<file path="src/shared/csrm_pkg.sv">
// constants for the clock status register bank and monitor multiplexer
package csrm_pkg;
    // register offsets
    localparam logic [9:0] CSRM_ROUTE_OFS   = 10'h1bb;
    localparam logic [9:0] CSRM_LOCK_OFS    = 10'h22c;
    localparam logic [9:0] CSRM_HOLD_OFS    = 10'h22d;
    localparam logic [9:0] CSRM_MON0_OFS    = 10'h230;
    // reset values
    localparam logic [7:0] CSRM_ROUTE_RST   = 8'h00;
    localparam logic [5:0] CSRM_MON0_RST    = 6'h00;
    // routing register fields
    localparam int         CSRM_PDOWN_BIT   = 7;
    localparam int         CSRM_DIVSEL_LSB  = 4;
    localparam int         CSRM_DIVSEL_W    = 3;
    localparam int         CSRM_VCXO_LSB    = 0;
    localparam int         CSRM_VCXO_W      = 4;
    // monitor select field
    localparam int         CSRM_MSEL_W      = 6;
    // status vector bit positions (synchronised inputs)
    localparam int         CSRM_ST_LOCK_CL  = 0;
    localparam int         CSRM_ST_LOCK_SY  = 1;
    localparam int         CSRM_ST_REFERENCE_INPUT_A     = 2;
    localparam int         CSRM_ST_REFERENCE_INPUT_B     = 3;
    localparam int         CSRM_ST_REFT     = 4;
    localparam int         CSRM_ST_VCXO     = 5;
    localparam int         CSRM_ST_SY_FB    = 6;
    localparam int         CSRM_ST_SY_REF   = 7;
    localparam int         CSRM_ST_CL_FB    = 8;
    localparam int         CSRM_ST_HOLD     = 9;
    localparam int         CSRM_ST_AUTO_B   = 10;
    localparam int         CSRM_ST_CAL      = 11;
    localparam int         CSRM_ST_W        = 12;
    // fast signals shown divided by two
    localparam int         CSRM_FS_CL_FB    = 0;
    localparam int         CSRM_FS_PFD_DN   = 1;
    localparam int         CSRM_FS_CL_REF   = 2;
    localparam int         CSRM_FS_PFD_UP   = 3;
    localparam int         CSRM_FS_W        = 4;
    // monitor select codes
    localparam logic [5:0] CSRM_M_GND       = 6'h00;
    localparam logic [5:0] CSRM_M_BOTH_LK   = 6'h01;
    localparam logic [5:0] CSRM_M_CL_LK     = 6'h02;
    localparam logic [5:0] CSRM_M_SY_LK     = 6'h03;
    localparam logic [5:0] CSRM_M_NOREF     = 6'h04;
    localparam logic [5:0] CSRM_M_NOREF_LK  = 6'h05;
    localparam logic [5:0] CSRM_M_AUTO_B    = 6'h06;
    localparam logic [5:0] CSRM_M_REFERENCE_INPUT_A_OK   = 6'h07;
    localparam logic [5:0] CSRM_M_REFERENCE_INPUT_B_OK   = 6'h08;
    localparam logic [5:0] CSRM_M_REFT_OK   = 6'h09;
    localparam logic [5:0] CSRM_M_VCXO_OK   = 6'h0a;
    localparam logic [5:0] CSRM_M_CLFB_OK   = 6'h0b;
    localparam logic [5:0] CSRM_M_SYREF_OK  = 6'h0c;
    localparam logic [5:0] CSRM_M_RSVD      = 6'h0d;
    localparam logic [5:0] CSRM_M_REFS_OK   = 6'h0e;
    localparam logic [5:0] CSRM_M_ALL_OK    = 6'h0f;
    localparam logic [5:0] CSRM_M_CLFB_D2   = 6'h10;
    localparam logic [5:0] CSRM_M_PFDDN_D2  = 6'h11;
    localparam logic [5:0] CSRM_M_CLREF_D2  = 6'h12;
    localparam logic [5:0] CSRM_M_PFDUP_D2  = 6'h13;
endpackage

</file>
<file path="src/design/csrm_bank.sv">
// control/status register bank with the first status monitor multiplexer
//
// Notes on behaviour
// - routing register bit 7 set powers down the cleanup loop output driver
// - routing bits 6:4 pick divider for channels 9,8,7; 0 first, 1 second
// - routing bits 3:0 set route vcxo clock to channels 3..0 divider
// - lock status bits 7:2 report presence of six clocks, 1 present
// - lock status bit 1 synthesis loop lock, bit 0 cleanup loop lock
// - holdover status bit 3 is 1 while holdover is active
// - holdover status bit 2 shows auto-selected reference, 1 is reference b
// - holdover status bit 0 shows calibration running; bits 7:4 and 1 reserved
// - monitor select field 5:0 picks monitor output; zero drives ground
// - codes 1..3: both locked, cleanup locked, synthesis locked
// - codes 4..6: no references, no references with lock, b auto-selected
// - code 13 reserved; 14 both references ok; 15 all but test ok
// - codes 16..19: divide-by-2 of feedback, pfd down, reference, pfd up
module csrm_bank
    import csrm_pkg::*;
#(
    parameter int ADDR_W      = 10,
    parameter int SYNC_STAGES = 2
) (
    // clock and reset
    input  wire logic                     clk,
    input  wire logic                     nrst,
    // register port from the serial control port decoder
    input  wire logic [ADDR_W-1:0]        reg_addr,
    input  wire logic                     reg_wr_en,
    input  wire logic [7:0]               reg_wr_data,
    input  wire logic                     reg_rd_en,
    output logic      [7:0]               reg_rd_data,
    output logic                          reg_rd_valid,
    // status from the analog loops, asynchronous
    input  wire logic                     cleanup_locked,
    input  wire logic                     synth_locked,
    input  wire logic                     reference_input_a_ok,
    input  wire logic                     reference_input_b_ok,
    input  wire logic                     test_ref_ok,
    input  wire logic                     vcxo_ok,
    input  wire logic                     synth_fb_ok,
    input  wire logic                     synth_ref_ok,
    input  wire logic                     cleanup_fb_ok,
    input  wire logic                     holdover_active,
    input  wire logic                     auto_sel_ref_b,
    input  wire logic                     vco_cal_busy,
    // fast loop signals, asynchronous
    input  wire logic                     cleanup_fb_clk,
    input  wire logic                     pfd_down,
    input  wire logic                     cleanup_ref_clk,
    input  wire logic                     pfd_up,
    // control outputs
    output logic                          cleanup_drv_pdown,
    output logic [CSRM_DIVSEL_W-1:0]      channel_divider_source_sel,
    output logic [CSRM_VCXO_W-1:0]        vcxo_route,
    output logic [CSRM_MSEL_W-1:0]        monitor_zero_sel,
    output logic                          monitor_zero_out
);

    localparam int NSYNC = CSRM_ST_W + CSRM_FS_W;

    // offsets are ten bits wide; a narrower address would alias them
    if (ADDR_W < 10) begin : g_bad_addr_w
        $error("csrm_bank: ADDR_W must be at least 10");
    end
    // one flop alone would pass a metastable level to the readback
    if (SYNC_STAGES < 2) begin : g_bad_sync
        $error("csrm_bank: SYNC_STAGES must be at least 2");
    end

    // ---------------------------------------------------------------
    // input synchronisers
    // ---------------------------------------------------------------
    wire logic [NSYNC-1:0] raw_in;
    logic      [NSYNC-1:0] sync_q [SYNC_STAGES];
    wire logic [NSYNC-1:0] sync_out;

    assign raw_in = {pfd_up,
                     cleanup_ref_clk,
                     pfd_down,
                     cleanup_fb_clk,
                     vco_cal_busy,
                     auto_sel_ref_b,
                     holdover_active,
                     cleanup_fb_ok,
                     synth_ref_ok,
                     synth_fb_ok,
                     vcxo_ok,
                     test_ref_ok,
                     reference_input_b_ok,
                     reference_input_a_ok,
                     synth_locked,
                     cleanup_locked};

    genvar gs;
    generate
        for (gs = 0; gs < SYNC_STAGES; gs++) begin : g_sync
            always_ff @(posedge clk or negedge nrst) begin
                if (!nrst) begin
                    sync_q[gs] <= '0;
                end else if (gs == 0) begin
                    sync_q[gs] <= raw_in;
                end else begin
                    sync_q[gs] <= sync_q[(gs == 0) ? 0 : gs-1];
                end
            end
        end
    endgenerate

    assign sync_out = sync_q[SYNC_STAGES-1];

    wire logic [CSRM_ST_W-1:0] st;
    wire logic [CSRM_FS_W-1:0] fs;
    assign st = sync_out[CSRM_ST_W-1:0];
    assign fs = sync_out[NSYNC-1:CSRM_ST_W];

    // ---------------------------------------------------------------
    // divide-by-2 of the fast signals; a rising edge toggles a flop.
    // limitation: edges closer than two clk periods are not resolved,
    // so this is a coarse activity indicator, not a true frequency copy
    // ---------------------------------------------------------------
    logic      [CSRM_FS_W-1:0] fs_prev_q;
    logic      [CSRM_FS_W-1:0] half_q;
    wire logic [CSRM_FS_W-1:0] fs_rise;

    assign fs_rise = fs & ~fs_prev_q;

    genvar gf;
    generate
        for (gf = 0; gf < CSRM_FS_W; gf++) begin : g_half
            always_ff @(posedge clk or negedge nrst) begin
                if (!nrst) begin
                    fs_prev_q[gf] <= 1'b0;
                    half_q[gf]    <= 1'b0;
                end else begin
                    fs_prev_q[gf] <= fs[gf];
                    if (fs_rise[gf]) begin
                        half_q[gf] <= ~half_q[gf];
                    end
                end
            end
        end
    endgenerate

    // ---------------------------------------------------------------
    // address decode
    // ---------------------------------------------------------------
    wire logic hit_route;
    wire logic hit_lock;
    wire logic hit_hold;
    wire logic hit_mon0;

    assign hit_route = (reg_addr == ADDR_W'(CSRM_ROUTE_OFS));
    assign hit_lock  = (reg_addr == ADDR_W'(CSRM_LOCK_OFS));
    assign hit_hold  = (reg_addr == ADDR_W'(CSRM_HOLD_OFS));
    assign hit_mon0  = (reg_addr == ADDR_W'(CSRM_MON0_OFS));

    // ---------------------------------------------------------------
    // writable registers; status registers take no write at all
    // ---------------------------------------------------------------
    logic [7:0]             route_q;
    logic [CSRM_MSEL_W-1:0] msel_q;

    always_ff @(posedge clk or negedge nrst) begin
        if (!nrst) begin
            route_q <= CSRM_ROUTE_RST;
        end else if (reg_wr_en && hit_route) begin
            route_q <= reg_wr_data;
        end
    end

    // reserved bits 7:6 are dropped on write and read back as zero
    always_ff @(posedge clk or negedge nrst) begin
        if (!nrst) begin
            msel_q <= CSRM_MON0_RST;
        end else if (reg_wr_en && hit_mon0) begin
            msel_q <= reg_wr_data[CSRM_MSEL_W-1:0];
        end
    end

    // ---------------------------------------------------------------
    // live status images
    // ---------------------------------------------------------------
    wire logic [7:0] lock_img;
    wire logic [7:0] hold_img;

    assign lock_img = {st[CSRM_ST_SY_REF],
                       st[CSRM_ST_SY_FB],
                       st[CSRM_ST_VCXO],
                       st[CSRM_ST_REFT],
                       st[CSRM_ST_REFERENCE_INPUT_B],
                       st[CSRM_ST_REFERENCE_INPUT_A],
                       st[CSRM_ST_LOCK_SY],
                       st[CSRM_ST_LOCK_CL]};

    assign hold_img = {4'h0,
                       st[CSRM_ST_HOLD],
                       st[CSRM_ST_AUTO_B],
                       1'b0,
                       st[CSRM_ST_CAL]};

    wire logic [7:0] rd_mux;
    assign rd_mux = hit_route ? route_q :
                    hit_lock  ? lock_img :
                    hit_hold  ? hold_img :
                    hit_mon0  ? {2'h0, msel_q} :
                    8'h00;

    // read answers one cycle later, sampled at the request edge
    always_ff @(posedge clk or negedge nrst) begin
        if (!nrst) begin
            reg_rd_data  <= 8'h00;
            reg_rd_valid <= 1'b0;
        end else begin
            reg_rd_valid <= reg_rd_en;
            if (reg_rd_en) begin
                reg_rd_data <= rd_mux;
            end
        end
    end

    // ---------------------------------------------------------------
    // control outputs straight from flops
    // ---------------------------------------------------------------
    wire logic                     pdown_fld;
    wire logic [CSRM_DIVSEL_W-1:0] divsel_fld;
    wire logic [CSRM_VCXO_W-1:0]   vcxo_fld;

    assign pdown_fld  = route_q[CSRM_PDOWN_BIT];
    assign divsel_fld = route_q[CSRM_DIVSEL_LSB +: CSRM_DIVSEL_W];
    assign vcxo_fld   = route_q[CSRM_VCXO_LSB +: CSRM_VCXO_W];

    always_ff @(posedge clk or negedge nrst) begin
        if (!nrst) begin
            cleanup_drv_pdown          <= CSRM_ROUTE_RST[CSRM_PDOWN_BIT];
            channel_divider_source_sel <= CSRM_ROUTE_RST[CSRM_DIVSEL_LSB +: CSRM_DIVSEL_W];
            vcxo_route                 <= CSRM_ROUTE_RST[CSRM_VCXO_LSB +: CSRM_VCXO_W];
            monitor_zero_sel           <= CSRM_MON0_RST;
        end else begin
            cleanup_drv_pdown          <= pdown_fld;
            channel_divider_source_sel <= divsel_fld;
            vcxo_route                 <= vcxo_fld;
            monitor_zero_sel           <= msel_q;
        end
    end

    // ---------------------------------------------------------------
    // status monitor 0 multiplexer
    // ---------------------------------------------------------------
    wire logic both_lk;
    wire logic no_ref;
    wire logic no_ref_lk;
    wire logic refs_ok;
    wire logic all_ok;

    assign both_lk   = st[CSRM_ST_LOCK_CL] && st[CSRM_ST_LOCK_SY];
    assign no_ref    = !st[CSRM_ST_REFERENCE_INPUT_A] && !st[CSRM_ST_REFERENCE_INPUT_B];
    assign no_ref_lk = no_ref && st[CSRM_ST_LOCK_SY];
    assign refs_ok   = st[CSRM_ST_REFERENCE_INPUT_A] && st[CSRM_ST_REFERENCE_INPUT_B];
    // test reference left out so a bench source does not mask the rest
    assign all_ok    = refs_ok
                    && st[CSRM_ST_VCXO]
                    && st[CSRM_ST_CL_FB]
                    && st[CSRM_ST_SY_REF]
                    && st[CSRM_ST_SY_FB];

    logic mon_d;
    always_comb begin
        case (msel_q)
            CSRM_M_GND:      mon_d = 1'b0;
            CSRM_M_BOTH_LK:  mon_d = both_lk;
            CSRM_M_CL_LK:    mon_d = st[CSRM_ST_LOCK_CL];
            CSRM_M_SY_LK:    mon_d = st[CSRM_ST_LOCK_SY];
            CSRM_M_NOREF:    mon_d = no_ref;
            CSRM_M_NOREF_LK: mon_d = no_ref_lk;
            CSRM_M_AUTO_B:   mon_d = st[CSRM_ST_AUTO_B];
            CSRM_M_REFERENCE_INPUT_A_OK:  mon_d = st[CSRM_ST_REFERENCE_INPUT_A];
            CSRM_M_REFERENCE_INPUT_B_OK:  mon_d = st[CSRM_ST_REFERENCE_INPUT_B];
            CSRM_M_REFT_OK:  mon_d = st[CSRM_ST_REFT];
            CSRM_M_VCXO_OK:  mon_d = st[CSRM_ST_VCXO];
            CSRM_M_CLFB_OK:  mon_d = st[CSRM_ST_CL_FB];
            CSRM_M_SYREF_OK: mon_d = st[CSRM_ST_SY_REF];
            CSRM_M_RSVD:     mon_d = 1'b0;
            CSRM_M_REFS_OK:  mon_d = refs_ok;
            CSRM_M_ALL_OK:   mon_d = all_ok;
            CSRM_M_CLFB_D2:  mon_d = half_q[CSRM_FS_CL_FB];
            CSRM_M_PFDDN_D2: mon_d = half_q[CSRM_FS_PFD_DN];
            CSRM_M_CLREF_D2: mon_d = half_q[CSRM_FS_CL_REF];
            CSRM_M_PFDUP_D2: mon_d = half_q[CSRM_FS_PFD_UP];
            // 20..23 ground; reserved codes above also ground, a safe answer
            default:         mon_d = 1'b0;
        endcase
    end

    always_ff @(posedge clk or negedge nrst) begin
        if (!nrst) begin
            monitor_zero_out <= 1'b0;
        end else begin
            monitor_zero_out <= mon_d;
        end
    end

endmodule

</file>
<file path="config.mk">
export PLATFORM = sky130hd
export DESIGN_NAME = csrm_bank
export DESIGN_NICKNAME = d
export VERILOG_FILES = /design/src/shared/csrm_pkg.sv /design/src/design/csrm_bank.sv
export SDC_FILE = /design/constraint.sdc
export NUM_CORES = 1
export LEC_CHECK = 0
export BUFFER_PORTS_ARGS = -buffer_cell sky130_fd_sc_hd__buf_2
export CELL_PAD_IN_SITES_DETAIL_PLACEMENT = 1
export CELL_PAD_IN_SITES_GLOBAL_PLACEMENT = 1
export CORE_UTILIZATION = 43
export CTS_BUF_LIST = sky130_fd_sc_hd__clkbuf_8 sky130_fd_sc_hd__clkbuf_16
export CTS_CLUSTER_SIZE = 30
export DETAILED_ROUTE_END_ITERATION = 8
export PLACE_DENSITY_LB_ADDON = 0.2
export SYNTH_ARGS = -nofsm -noshare
export SYNTH_HDL_FRONTEND = slang
export SYNTH_SLANG_ARGS = --single-unit
export TNS_END_PERCENT = 5
</file>
<file path="constraint.sdc">
create_clock -name clk -period 1.7 [get_ports clk]
set_input_delay 0.34 -clock clk [delete_from_list [all_inputs] [get_ports clk]]
set_output_delay 0.34 -clock clk [all_outputs]
set_load 0.02 [all_outputs]
</file>
Word-level counts from Yosys, hierarchy flattened
Cells that the tools add are included.

cells by class
  add/sub/neg operators = 0
  multiply operators = 0
  divide/modulo/power cells = 0
  $lt $le $gt $ge = 0
  equal/unequal tests = 22
  shifts and indexed selects = 0
  mux-type cells = 5
  bitwise gates (word level) = 6
  reductions and logical operators = 12

operators with widths
  operator              number
  $eq 6x4->1 const B    7
  $eq 10x10->1 const B  3
  $eq 6x3->1 const B    4
  $eq 6x5->1 const B    4
  $pmux 1 s18           1
  $mux 8                2
  $eq 6x2->1 const B    2
  $mux 6                2
  $eq 10x9->1 const B   1
  $logic_and 1x1->1     10
  $eq 6x1->1 const B    1
  $and 4x4->4           1
  $not 1->1             4
  $not 4->4             1
  $logic_not 1->1       2

word-level totals
  register bits after elaboration = 78
  latch bits = 0
  bits in writable memories = 0
  memory bits (read-only) = 0
  output and inout bits = 24
  logic and storage cells = 64
  memories = 0

Longest topological paths before layout
Gate-level depths: netlist of the first run.

  depth in word-level cells = 6
  depth in mapped cells = 6
  depth with buffers taken out = 4

Worst setup path before layout of the first run
No wires, ideal clock.

  kind = input to register
  start point = in reg_addr[1]
  end point = reg msel_q[0]
  setup time = 0.125 ns
  data arrival time = 1.587 ns
  data required time = 1.575 ns
  path slack = -0.012 ns
  stages = 5
  path through = or4b_1 > buf_4 > nor3_4 > nand3_4 > mux2_2

on the way
  longest elaborated chain between the ends = 2

ends and longest elaborated chain
  what                    RTL line          RTL
  start: declaration      csrm_bank.sv:27   input wire logic [ADDR_W-1:0] reg_addr,
  $eq 10x10->1            csrm_bank.sv:155  assign hit_mon0 = (reg_addr == ADDR_W'(CSRM_MON0_OFS));
  $logic_and 1x1->1       csrm_bank.sv:175  end else if (reg_wr_en && hit_mon0) begin
  end signal: assignment  csrm_bank.sv:176  msel_q <= reg_wr_data[CSRM_MSEL_W-1:0];
  end: declaration        csrm_bank.sv:161  logic [CSRM_MSEL_W-1:0] msel_q;

Every way passes these cells.
A chain may end at the register's enable or synchronous reset.

Worst setup path after layout of the first run
  start point = reg msel_q[1]
  end point = reg monitor_zero_out

on the way
  longest elaborated chain between the ends = 2

ends and longest elaborated chain
  what                                RTL line          RTL
  $eq 6x5->1 (tied with other cells)  csrm_bank.sv:268  case (msel_q)
  $pmux 1 s18 *                       csrm_bank.sv:268
  via mon_d                           csrm_bank.sv:266  logic mon_d;
  end signal: assignment              csrm_bank.sv:298  monitor_zero_out <= mon_d;
  end: declaration                    csrm_bank.sv:56   output logic monitor_zero_out

The timed path passes the listed nets; every way through them passes the cells marked *.

==> results by group, run 1 <==
Outcome
  – Status: finished, final reports clean

Timing
  – Fin. Hold Viols: 0
  – Worst hold margin: 0.1013 ns
  – Final Max Tran Viols: 0
  – Slew headroom: 71.72%
  – Max Freq: 608.4 MHz
  – Final cycle utilization of the critical path: 96.69%
  – Setup Skew: 0.006630 ns
  – Minimum clock period: 1.644 ns
  – Worst-Margin Slew: 0.4242 ns
  – Setup violators final: 0

Clock network
  – Latest clock arrival within the worst-skew pair: 0.34 ns
  – CTS max path bufs: 2
  – CTS tree: done
  – H-tree depth: 3
  – Total CTS buffers: 9
  – Clock transition at path regs: 0.08 ns
  – Clk sinks: 78
  – Clock Root Buffer: clkbuf_8

Final layout
  – Count of non-filler cells in the finished layout: 351
  – Layout cells sized above 1: 40.88%
  – Area grow syn2layout: 23.60%
  – Antenna Cells: 0
  – Final core utilization: 55.00%
  – Fillers: 653
  – Fin nets: 307

Pwr
  – PwrDens: 1062 mW/mm^2
  – Static leakage: 1.631 nW
  – Combinational Power Share: 7.5%
  – Reg power frac: 55.0%
  – Sw frac: 23.85%
  – Internal cell power: 0.002823 W
  – Clock Power Share: 37.5%
  – VDD IR max: 0.0005583 V
  – NetSw: 0.0008841 W

Global routing
  – Initial antenna violation count: 0
  – GRT Residual Overflow: 0
  – First-pass GRT wire length: 9.653 mm
  – Pin count of the biggest net entering global routing: 43
  – GRT Util Overall: 18.16%
  – Vias in the first global route: 1963

Critical path
  – Critical Path Start Type: register
  – FF-to-FF End: monitor_zero_out
  – Setup CP Type: reg2reg
  – CP required: 1.91 ns
  – Flop-to-flop setup slack: 0.06 ns
  – CP endpoint kind: register
  – WP data arrival: 1.85 ns
  – R2r startpoint: msel_q[1]
  – Crit-path max FO: 5
  – Worst R2R Path Depth: 4

Synthesis
  – Syn_nets: 235
  – Cells taking the most area after synthesis: dfrtp_1 69%, mux2_2 7.2%, nand2b_1 2.2%, nor4b_1 1.9%, xnor2_1 1.2%
  – Cells after Synth: 197
  – EDFF count, synth: 0
  – Mapped Area: 0.002825 mm^2
  – Yosys top cell by area: dfrtp_1
  – Syn Area/Cell: 14.34 um^2
  – Flop and latch count out of synthesis: 78
  – Synth warn: 0
  – Commonest cells post-synth: 78 x dfrtp_1, 18 x mux2_2, 10 x nand2b_1
  – Top cell type's share of synthesized area: 69.09%
  – Sequential-to-total area share from yosys stat: 69.09%
  – Main synth FF type: dfrtp_1
  – Count of different cell masters after synthesis: 41
  – Post-synth ARST share: 100.0%
  – Count leader, synth: dfrtp_1

Place
  – Dpl hpwl: 4.192 mm
  – Placed cells: 334
  – Port Buffers: 61
  – Placer Congestion: 0.8105

Die
  – Core area: 0.006350 mm^2
  – Initial Util: 44.49%
  – Die width: 83.06 um
  – Row count: 29
  – Die height: 83.06 um
  – I/O Pins: 62
  – Die footprint: 0.006898 mm^2

Detailed routing
  – Via count: 1831
  – DRT Wirelength: 5.750 mm
  – Drt initial violations: 56
  – WL per Instance: 16.38 um
  – Initial DRT Pass Iterations: 6
  – Via density: 5.217
  – Post-route ant nets: 0
  – DRC errors left: 0

Worst hold path
  – Min-delay worst type: in2reg
  – Hold path startpoint: synth_fb_ok
  – Worst Hold End: sync_q[22]
  – Hold path depth: 1

Run
  – # Max-Cap Violations: 0
==> power by group through the flow <==
stage	logic, W	registers [W]	clock network [W]
4_1_cts	0.000283	0.00204	0.00143
5_1_grt	0.000310	0.00205	0.00151
2_1_floorplan	0.000123	0.00207	0
3_5_place_dp	0.000276	0.00208	0
6_report	0.000277	0.00204	0.00139
3_3_place_gp	0.000271	0.00207	0
==> final cells by class <==
cell class              instances  area [um^2]  area share (%)
flip-flops and latches         78         1954           55.97
clock inverters                 6        68.82           1.971
inverters                       1        3.754          0.1075
multi-input cells             107        825.8           23.65
well taps                      77        96.34           2.759
repair buffers                 72        405.4           11.61
clock buffers                  10        137.6           3.941
==> worst max path at each step <==
stage                 from               end  slack (ns)  cells past startpoint
4_1_cts          msel_q[1]  monitor_zero_out       0.005                      4
3_5_place_dp   reg_addr[1]    reg_rd_data[5]       -0.19                      6
5_1_grt          msel_q[1]  monitor_zero_out       -0.06                      4
6_report         msel_q[1]  monitor_zero_out        0.06                      4
2_1_floorplan  reg_addr[1]         msel_q[0]       -0.01                      5
3_3_place_gp   reg_addr[1]    reg_rd_data[5]       -0.15                      6
==> registers in the layout (all words and copies together) (netlist names), 6 cells and up <==
name,cells
monitor_zero_sel,6
reg_rd_data,8
sync_out,16
sync_q,16
msel_q,6
route_q,8
==> worst max-delay path, stage by stage (launching register included) <==
cell	delay, ns
dfrtp_1	0.45
or3_1	0.43
a21oi_1	0.18
a211oi_1	0.11
o311ai_1	0.35
==> kinds of logic after synthesis <==
kind of cell	after synthesis	synth area share (%)
buffers and inverters	12	1.904
AOI/OAI and AO/OA	27	6.289
DFF	78	69.09
muxes	21	8.237
and+or+nand+nor	55	13.24
xor gates and xnor gates	4	1.240
==> placed cells by master (no fill, tap or decap), drive strengths merged, types with 5 or more instances in the layout <==
cell type / Yosys / final
buf: 4 / 71
nand2: 8 / 8
mux2: 18 / 18
clkbuf: 7 / 10
nand2b: 10 / 10
nor4b: 6 / 6
nor2: 5 / 5
a21oi: 5 / 5
nand3: 5 / 5
dfrtp: 78 / 78
==> routing by layer <==
metal	vias to the layer above	global-route usage (%)	part of all wire (%)
li1	852	-	-
met1	923	23.89	45
met2	50	29.51	50
met3	6	3.976	3.8
met4	0	7.053	1.2
met5	-	0	0
==> through the flow <==
step                area, um^2  setup slack, ns  power [W]  setup TNS, ns
CTS                       3483         0.004844   0.003755              0
finish                    3492          0.05622   0.003707              0
global route              3492         -0.05704   0.003878       -0.05704
detailed placement        3267          -0.1892   0.002353         -2.198
floorplan                 2825         -0.01181   0.002196       -0.07088
global placement          3267          -0.1473   0.002342         -1.632
==> what timing repair did <==
item	in CTS	in global routing
hold buffers	1	0
resized for setup	0	5
setup buffers	0	0
setup endpoints to repair	0	1
hold endpoints to repair	11	0
No activity file was read; power rests on OpenSTA's default activity.
==> run 2, diff against run 1 <==
--- a/config.mk
+++ b/config.mk
@@ -5,7 +5,7 @@
 export SDC_FILE = /design/constraint.sdc
 export NUM_CORES = 1
 export LEC_CHECK = 0
-export BUFFER_PORTS_ARGS = -buffer_cell sky130_fd_sc_hd__buf_2
+export BUFFER_PORTS_ARGS = -buffer_cell sky130_fd_sc_hd__buf_4
 export CELL_PAD_IN_SITES_DETAIL_PLACEMENT = 1
 export CELL_PAD_IN_SITES_GLOBAL_PLACEMENT = 1
 export CORE_UTILIZATION = 43
==> run 2 against run 1 <==
Net effect:
- first-iteration DRC count increased by 52%
- design area increased by 3.4%
- register-to-register slack improved by 0.08 ns
- critical endpoint unchanged
- core utilization increased by 1.9 points
- highest routed layer unchanged
- critical path depth unchanged
- setup slack improved by 0.083 ns
- wire length increased by 6.9%
- clock skew increased by 0.0027 ns
- largest power group unchanged
- power decreased by 3.7%
- largest cell class unchanged
- maximum frequency increased by 5.3%
- sequential cell count unchanged
- worst hold slack got worse by 0.0047 ns
==> results by group, run 2 (synthesized netlist as in run 1, its figures left out) <==
Die
  – Die width: 83.06 um (unchanged)
  – Row count: 29 (unchanged)
  – Die height: 83.06 um (unchanged)
  – Core area: 0.006350 mm^2 (unchanged)
  – Die footprint: 0.006898 mm^2 (unchanged)
  – I/O Pins: 62 (unchanged)
  – Initial Util: 44.49% (unchanged)

Timing
  – RSZ-0062 raised after global routing: no
  – Final cycle utilization of the critical path: 91.81% (-4.9 points)
  – Minimum clock period: 1.561 ns (-0.08307 ns)
  – Setup violators final: 0 (unchanged)
  – Setup TNS Final: 0 ns (unchanged)
  – Setup ws final: 0.1393 ns (+0.08307 ns)
  – Fin. Hold Viols: 0 (unchanged)
  – Max Freq: 640.7 MHz (+5.3%)
  – Slew headroom: 70.67% (-1.1 points)
  – Setup Skew: 0.009343 ns (+0.002713 ns)
  – Final Max Tran Viols: 0 (unchanged)
  – Worst-Margin Slew: 0.4400 ns (+0.01578 ns)

Pwr
  – PwrDens: 989.3 mW/mm^2 (-6.8%)
  – Static leakage: 1.658 nW (+1.7%)
  – Total power: 0.003571 W (-3.7%)
  – VDD IR max: 0.0005035 V (-9.8%)

Worst hold path
  – Min-delay worst type: in2reg

Detailed routing
  – WL per Instance: 17.52 um (+6.9%)
  – Drt initial violations: 85 (+52%)
  – Initial DRT Pass Iterations: 4 (-2)
  – DRC errors left: 0 (unchanged)
  – Via count: 1868 (+2.0%)
  – Via density: 5.322 (+2.0%)
  – DRT Wirelength: 6.148 mm (+6.9%)
  – Post-route ant nets: 0 (unchanged)

Final layout
  – Final core utilization: 56.85% (+1.9 points)
  – Most frequent cells in the layout: 77 x dfrtp_1, 70 x buf_4, 18 x mux2_2
  – Commonest non-fill, non-tap cell in the layout: dfrtp_1
  – Layout cells sized above 1: 40.51% (-0.36 points)
  – Antenna Cells: 0 (unchanged)
  – Area grow syn2layout: 27.77%
  – Fin nets: 307 (unchanged)
  – Count of non-filler cells in the finished layout: 351 (unchanged)

Clock network
  – Clock Root Buffer: clkbuf_8
  – Latest clock arrival within the worst-skew pair: 0.35 ns (about the same)
  – CTS tree: done
  – Post-CTS setup repair buffer count: 0 (unchanged)
  – H-tree depth: 3 (unchanged)
  – CTS max path bufs: 2 (unchanged)
  – Clock transition at path regs: 0.08 ns (about the same)
  – Clk sinks: 78 (unchanged)
  – Total CTS buffers: 9 (unchanged)

Critical path
  – Setup CP Type: reg2reg
  – CP Cell Sequence: or3_1, a21oi_1, a211oi_1, o311ai_1
  – CP endpoint kind: register
  – Slowest CP cell: dfrtp_1
  – Crit-path max FO: 5 (unchanged)
  – CP required: 1.93 ns (+0.02 ns)
  – Critical Path Start Type: register
  – WP data arrival: 1.79 ns (-0.06 ns)
  – Largest stage delay, worst path: 0.45 ns (about the same)

Global routing
  – GRT Residual Overflow: 0 (unchanged)
  – First-pass GRT wire length: 10.36 mm (+7.3%)
  – GRT Util Overall: 19.65% (+1.5 points)
  – Pin count of the biggest net entering global routing: 46 (+7.0%)
  – Initial antenna violation count: 0 (unchanged)
  – Vias in the first global route: 1999 (+1.8%)

Place
  – Placer Congestion: 0.8156 (+0.63%)
  – Placed cells: 334 (unchanged)
  – Port Buffers: 61 (unchanged)
  – Dpl hpwl: 4.534 mm (+8.2%)
  – Worst slack, placed: -0.2026 ns (-0.01342 ns)

Outcome
  – Status: finished, final reports clean

Run
  – # Max-Cap Violations: 0 (unchanged)
[run 2: cell types whose count changed in the layout (fill, tap and decap cells not counted), sizes merged]
cell	previous run	this run
inv	2	1
clkinv	0	3
bufinv	1	0
clkinvlp	4	3
[run 2: worst max-delay path: cells and delay by family (launching register included)]
family	cells	cell delay [ns]
flops	1	0.45
compound gates	3	0.55
simple gates	1	0.44
[run 2: routing by layer]
metal	wire length, um	global-route usage (%)	vias to the layer above	part of all wire [%]
met5	0	0	-	0
li1	-	-	852	-
met3	241	4.175	6	3.9
met4	68	8.464	0	1.1
met1	2791	27.06	960	45
met2	3046	30.33	50	50
[run 2: path summary, 6_finish.rpt]
check | cells after the start | slack (ns) | from | to
setup / recovery | 4 | 0.14 | msel_q[1] | monitor_zero_out
hold / removal | 1 | 0.1 | pfd_up | sync_q[31]
setup reg to reg | 4 | 0.14 | msel_q[1] | monitor_zero_out
hold reg to reg | 0 | 0.35 | sync_q[29] | sync_out[13]
max in group asynchronous | 3 | 0.78 | nrst | sync_out[11]
min in group asynchronous | 2 | 0.40 | nrst | monitor_zero_sel[0]
[run 2: cell type report]
| cell class | count | area (um^2) |
|---|---|---|
| timing repair buffer | 72 | 555.5 |
| fill | 645 | 2740 |
| clock inverter | 6 | 37.54 |
| clock buffer | 10 | 137.6 |
| multi-input combinational | 107 | 825.8 |
| inverter | 1 | 3.754 |
| tap | 77 | 96.34 |
| sequential | 78 | 1953 |
[run 2: metrics by stage]
step / area (um^2) / hold WS (ns)
final: 3610 / 0.09657
after global routing: 3610 / 0.07962
after CTS: 3602 / 0.08193
after detailed placement: 3417 / 0.2396
after global placement: 3417 / 0.2371
after floorplan: 2825 / 0.04441
[run 2: power breakdown]
part	internal [W]	switching (W)
Sequential	0.00197	0.0000766
Clock	0.000561	0.000653
Combinational	0.000165	0.000147
Total	0.00269	0.000876
[run 2: what timing repair did]
action	in CTS	in global routing
hold buffers	1	0
endpoints found under the hold margin	19	0
gates resized for setup	0	4
endpoints found under the setup margin	0	1
==> run 3, diff against run 2 <==
--- a/config.mk
+++ b/config.mk
@@ -5,10 +5,11 @@
 export SDC_FILE = /design/constraint.sdc
 export NUM_CORES = 1
 export LEC_CHECK = 0
+export ABC_AREA = 1
 export BUFFER_PORTS_ARGS = -buffer_cell sky130_fd_sc_hd__buf_4
 export CELL_PAD_IN_SITES_DETAIL_PLACEMENT = 1
 export CELL_PAD_IN_SITES_GLOBAL_PLACEMENT = 1
-export CORE_UTILIZATION = 43
+export CORE_UTILIZATION = 37
 export CTS_BUF_LIST = sky130_fd_sc_hd__clkbuf_8 sky130_fd_sc_hd__clkbuf_16
 export CTS_CLUSTER_SIZE = 30
 export DETAILED_ROUTE_END_ITERATION = 8
==> constraint.sdc (replaced) <==
create_clock -name clk -period 1.3 [get_ports clk]
set_input_delay 0.26 -clock clk [delete_from_list [all_inputs] [get_ports clk]]
set_output_delay 0.26 -clock clk [all_outputs]
set_load 0.02 [all_outputs]
==> run 3 against run 2 <==
Net effect:
- worst hold slack got worse by 0.071 ns
- combinational power is 22% higher
- critical path type unchanged
- synthesized area up 4.3%
- core utilization down 6.0 points
- critical path depth is 5 higher
==> results by group, run 3 <==
Final layout
  – Commonest non-fill, non-tap cell in the layout: buf_4
  – FF/Latch Area: 0.001954 mm^2 (about the same)
  – Most frequent cells in the layout: 81 x buf_4, 80 x nand2_1, 76 x dfrtp_1
  – Area taken by multi-input logic gates: 870.8 um^2 (+5.5%)
  – Fin nets: 418 (+36%)
  – Final core utilization: 50.87% (-6.0 points)
  – Fillers: 885 (+37%)
  – Area grow syn2layout: 33.36%
  – Antenna Cells: 0 (unchanged)
  – Count of non-filler cells in the finished layout: 486 (+38%)
  – Layout cells sized above 1: 32.03% (-8.5 points)

Detailed routing
  – DRT Wirelength: 7.021 mm (+14%)
  – DRC errors left: 0 (unchanged)
  – Post-route ant nets: 0 (unchanged)
  – Via count: 2282 (+22%)
  – WL per Instance: 14.45 um (-18%)
  – Drt initial violations: 71 (-16%)
  – Via density: 4.695 (-12%)
  – Initial DRT Pass Iterations: 4 (unchanged)

Critical path
  – Cell repeated most along the worst path: nand2_1
  – Slowest CP cell: dfrtp_1
  – Setup CP Type: reg2reg
  – CP delay by family, top: simple AND/OR/NAND/NOR gates
  – WP data arrival: 1.53 ns (-0.26 ns)
  – CP Cell Sequence: nor2_2, buf_6, nand2_4, nor2_2, nand2_1, nand2_1, nand2_1, nand2_1, nand3b_1
  – Crit-path max FO: 4 (-1)
  – Largest stage delay, worst path: 0.41 ns (-0.04 ns)
  – CP Buf/Inv Count: 1 (+1)
  – CP required: 1.57 ns (-0.36 ns)
  – CP endpoint kind: register
  – Critical Path Start Type: register

Timing
  – Fin. Hold Viols: 0 (unchanged)
  – RSZ-0062 raised after global routing: yes
  – Worst hold margin: 0.02597 ns (-0.07060 ns)
  – Final Max Tran Viols: 0 (unchanged)
  – Max Freq: 796.4 MHz (+24%)
  – Worst-Margin Slew: 0.4073 ns (-0.03270 ns)
  – Minimum clock period: 1.256 ns (-0.3051 ns)
  – Slew headroom: 72.85% (+2.2 points)
  – Final cycle utilization of the critical path: 96.58% (+4.8 points)
  – Setup violators final: 0 (unchanged)
  – Setup Skew: 0.01231 ns (+0.002970 ns)

Pwr
  – Static leakage: 2.051 nW (+24%)
  – VDD IR max: 0.0008889 V (+77%)
  – PwrDens: 1226 mW/mm^2 (+24%)
  – Total power: 0.004820 W (+35%)

Synthesis
  – Mapped Area: 0.002948 mm^2 (+4.3%)
  – EDFF count, synth: 0 (unchanged)
  – Commonest cells post-synth: 81 x nand2_1, 78 x dfrtp_1, 32 x inv_1
  – Flop and latch count out of synthesis: 78 (unchanged)
  – Yosys top cell by area: dfrtp_1
  – Top cell type's share of synthesized area: 66.21% (-2.9 points)
  – Synth warn: 0 (unchanged)
  – Cells after Synth: 289 (+47%)
  – Syn_nets: 327 (+39%)
  – Post-synth ARST share: 100.0% (unchanged)
  – Sequential-to-total area share from yosys stat: 66.21% (-2.9 points)
  – Syn Area/Cell: 10.20 um^2 (-29%)
  – Count of different cell masters after synthesis: 20 (-51%)
  – Main synth FF type: dfrtp_1
  – Count leader, synth: nand2_1
  – Cells taking the most area after synthesis: dfrtp_1 66%, nand2_1 10%, nand3_1 4.6%, inv_1 4.1%, nand4_1 3.0%

Run
  – # Max-Cap Violations: 0 (unchanged)

Clock network
  – CTS max path bufs: 2 (unchanged)
  – Clock Root Buffer: clkbuf_8
  – Total CTS buffers: 9 (unchanged)
  – H-tree depth: 3 (unchanged)
  – Latest clock arrival within the worst-skew pair: 0.34 ns (about the same)
  – CTS tree: done
  – Clk sinks: 78 (unchanged)
  – Clock transition at path regs: 0.08 ns (about the same)

Worst hold path
  – Min-delay worst type: in2reg

Global routing
  – Initial antenna violation count: 0 (unchanged)
  – Pin count of the biggest net entering global routing: 79 (+72%)
  – GRT Residual Overflow: 0 (unchanged)
  – GRT Util Overall: 18.24% (-1.4 points)
  – First-pass GRT wire length: 11.52 mm (+11%)
  – Vias in the first global route: 2353 (+18%)

Place
  – Placed cells: 467 (+40%)
  – Port Buffers: 61 (unchanged)
  – Dpl hpwl: 5.162 mm (+14%)
  – Placer Congestion: 0.8189 (+0.40%)

Die
  – Die width: 91.26 um (+9.9%)
  – Die footprint: 0.008328 mm^2 (+21%)
  – I/O Pins: 62 (unchanged)
  – Initial Util: 38.15% (-6.3 points)
  – Die height: 91.26 um (+9.9%)
  – Row count: 32 (+10%)
  – Core area: 0.007727 mm^2 (+22%)

Outcome
  – Status: finished, final reports clean
-- run 3: path summary, 6_finish.rpt --
kind | startpoint | to | slack [ns] | depth (start not counted)
max | msel_q[4] | monitor_zero_out | 0.04 | 9
min | cleanup_locked | sync_q[16] | 0.03 | 1
max reg2reg | msel_q[4] | monitor_zero_out | 0.04 | 9
min reg2reg | sync_q[31] | sync_out[15] | 0.35 | 0
max in group asynchronous | nrst | msel_q[3] | 0.49 | 3
min in group asynchronous | nrst | channel_divider_source_sel[0] | 0.48 | 3
-- run 3: final cells by class --
cell class	instances	area share, %
clock buffers	11	3.851
multi-input cells	174	22.15
inverters	32	3.055
repair buffers	85	16.77
clock inverters	4	1.209
flip-flops and latches	78	49.71
well taps	102	3.246
-- run 3: cell families after synthesis --
| family | synth area share [%] |
|---|---|
| compound gates | 3.990 |
| xor+xnor | 1.189 |
| buf+inv | 5.093 |
| flops | 66.21 |
| simple gates | 23.51 |
-- run 3: metrics by stage --
| step | setup slack [ns] | instance area [um^2] | setup TNS, ns |
|---|---|---|---|
| CTS | 0.003610 | 3880 | 0 |
| floorplan | 0.09993 | 2948 | 0 |
| global placement | -0.05976 | 3666 | -0.3230 |
| detailed placement | -0.1735 | 3666 | -0.9267 |
| finish | 0.04442 | 3931 | 0 |
| global route | -0.04452 | 3931 | -0.04452 |
-- run 3: layer usage --
layer	GRT usage [%]	up-vias	share of wire, %
met1	22.08	1109	43
met5	0	-	0
met4	5.820	0	1.7
met2	31.76	62	51
met3	4.690	12	4.3
li1	-	1099	-
-- run 3: timing repair --
action | 4_1_cts | 5_1_grt
hold buffers | 1 | 1
setup buffers | 0 | 2
pin swaps | 1 | 4
gates resized for setup | 2 | 13
setup endpoints to repair | 1 | 1
endpoints found under the hold margin | 78 | 1
-- run 3: where the power goes --
part	total [W]	leakage [nW]	switching (W)	internal, W
combinational	0.000382	0.954	0.000201	0.000181
sequential	0.00264	0.990	0.0000821	0.00256
clock	0.00179	0.107	0.000819	0.000975
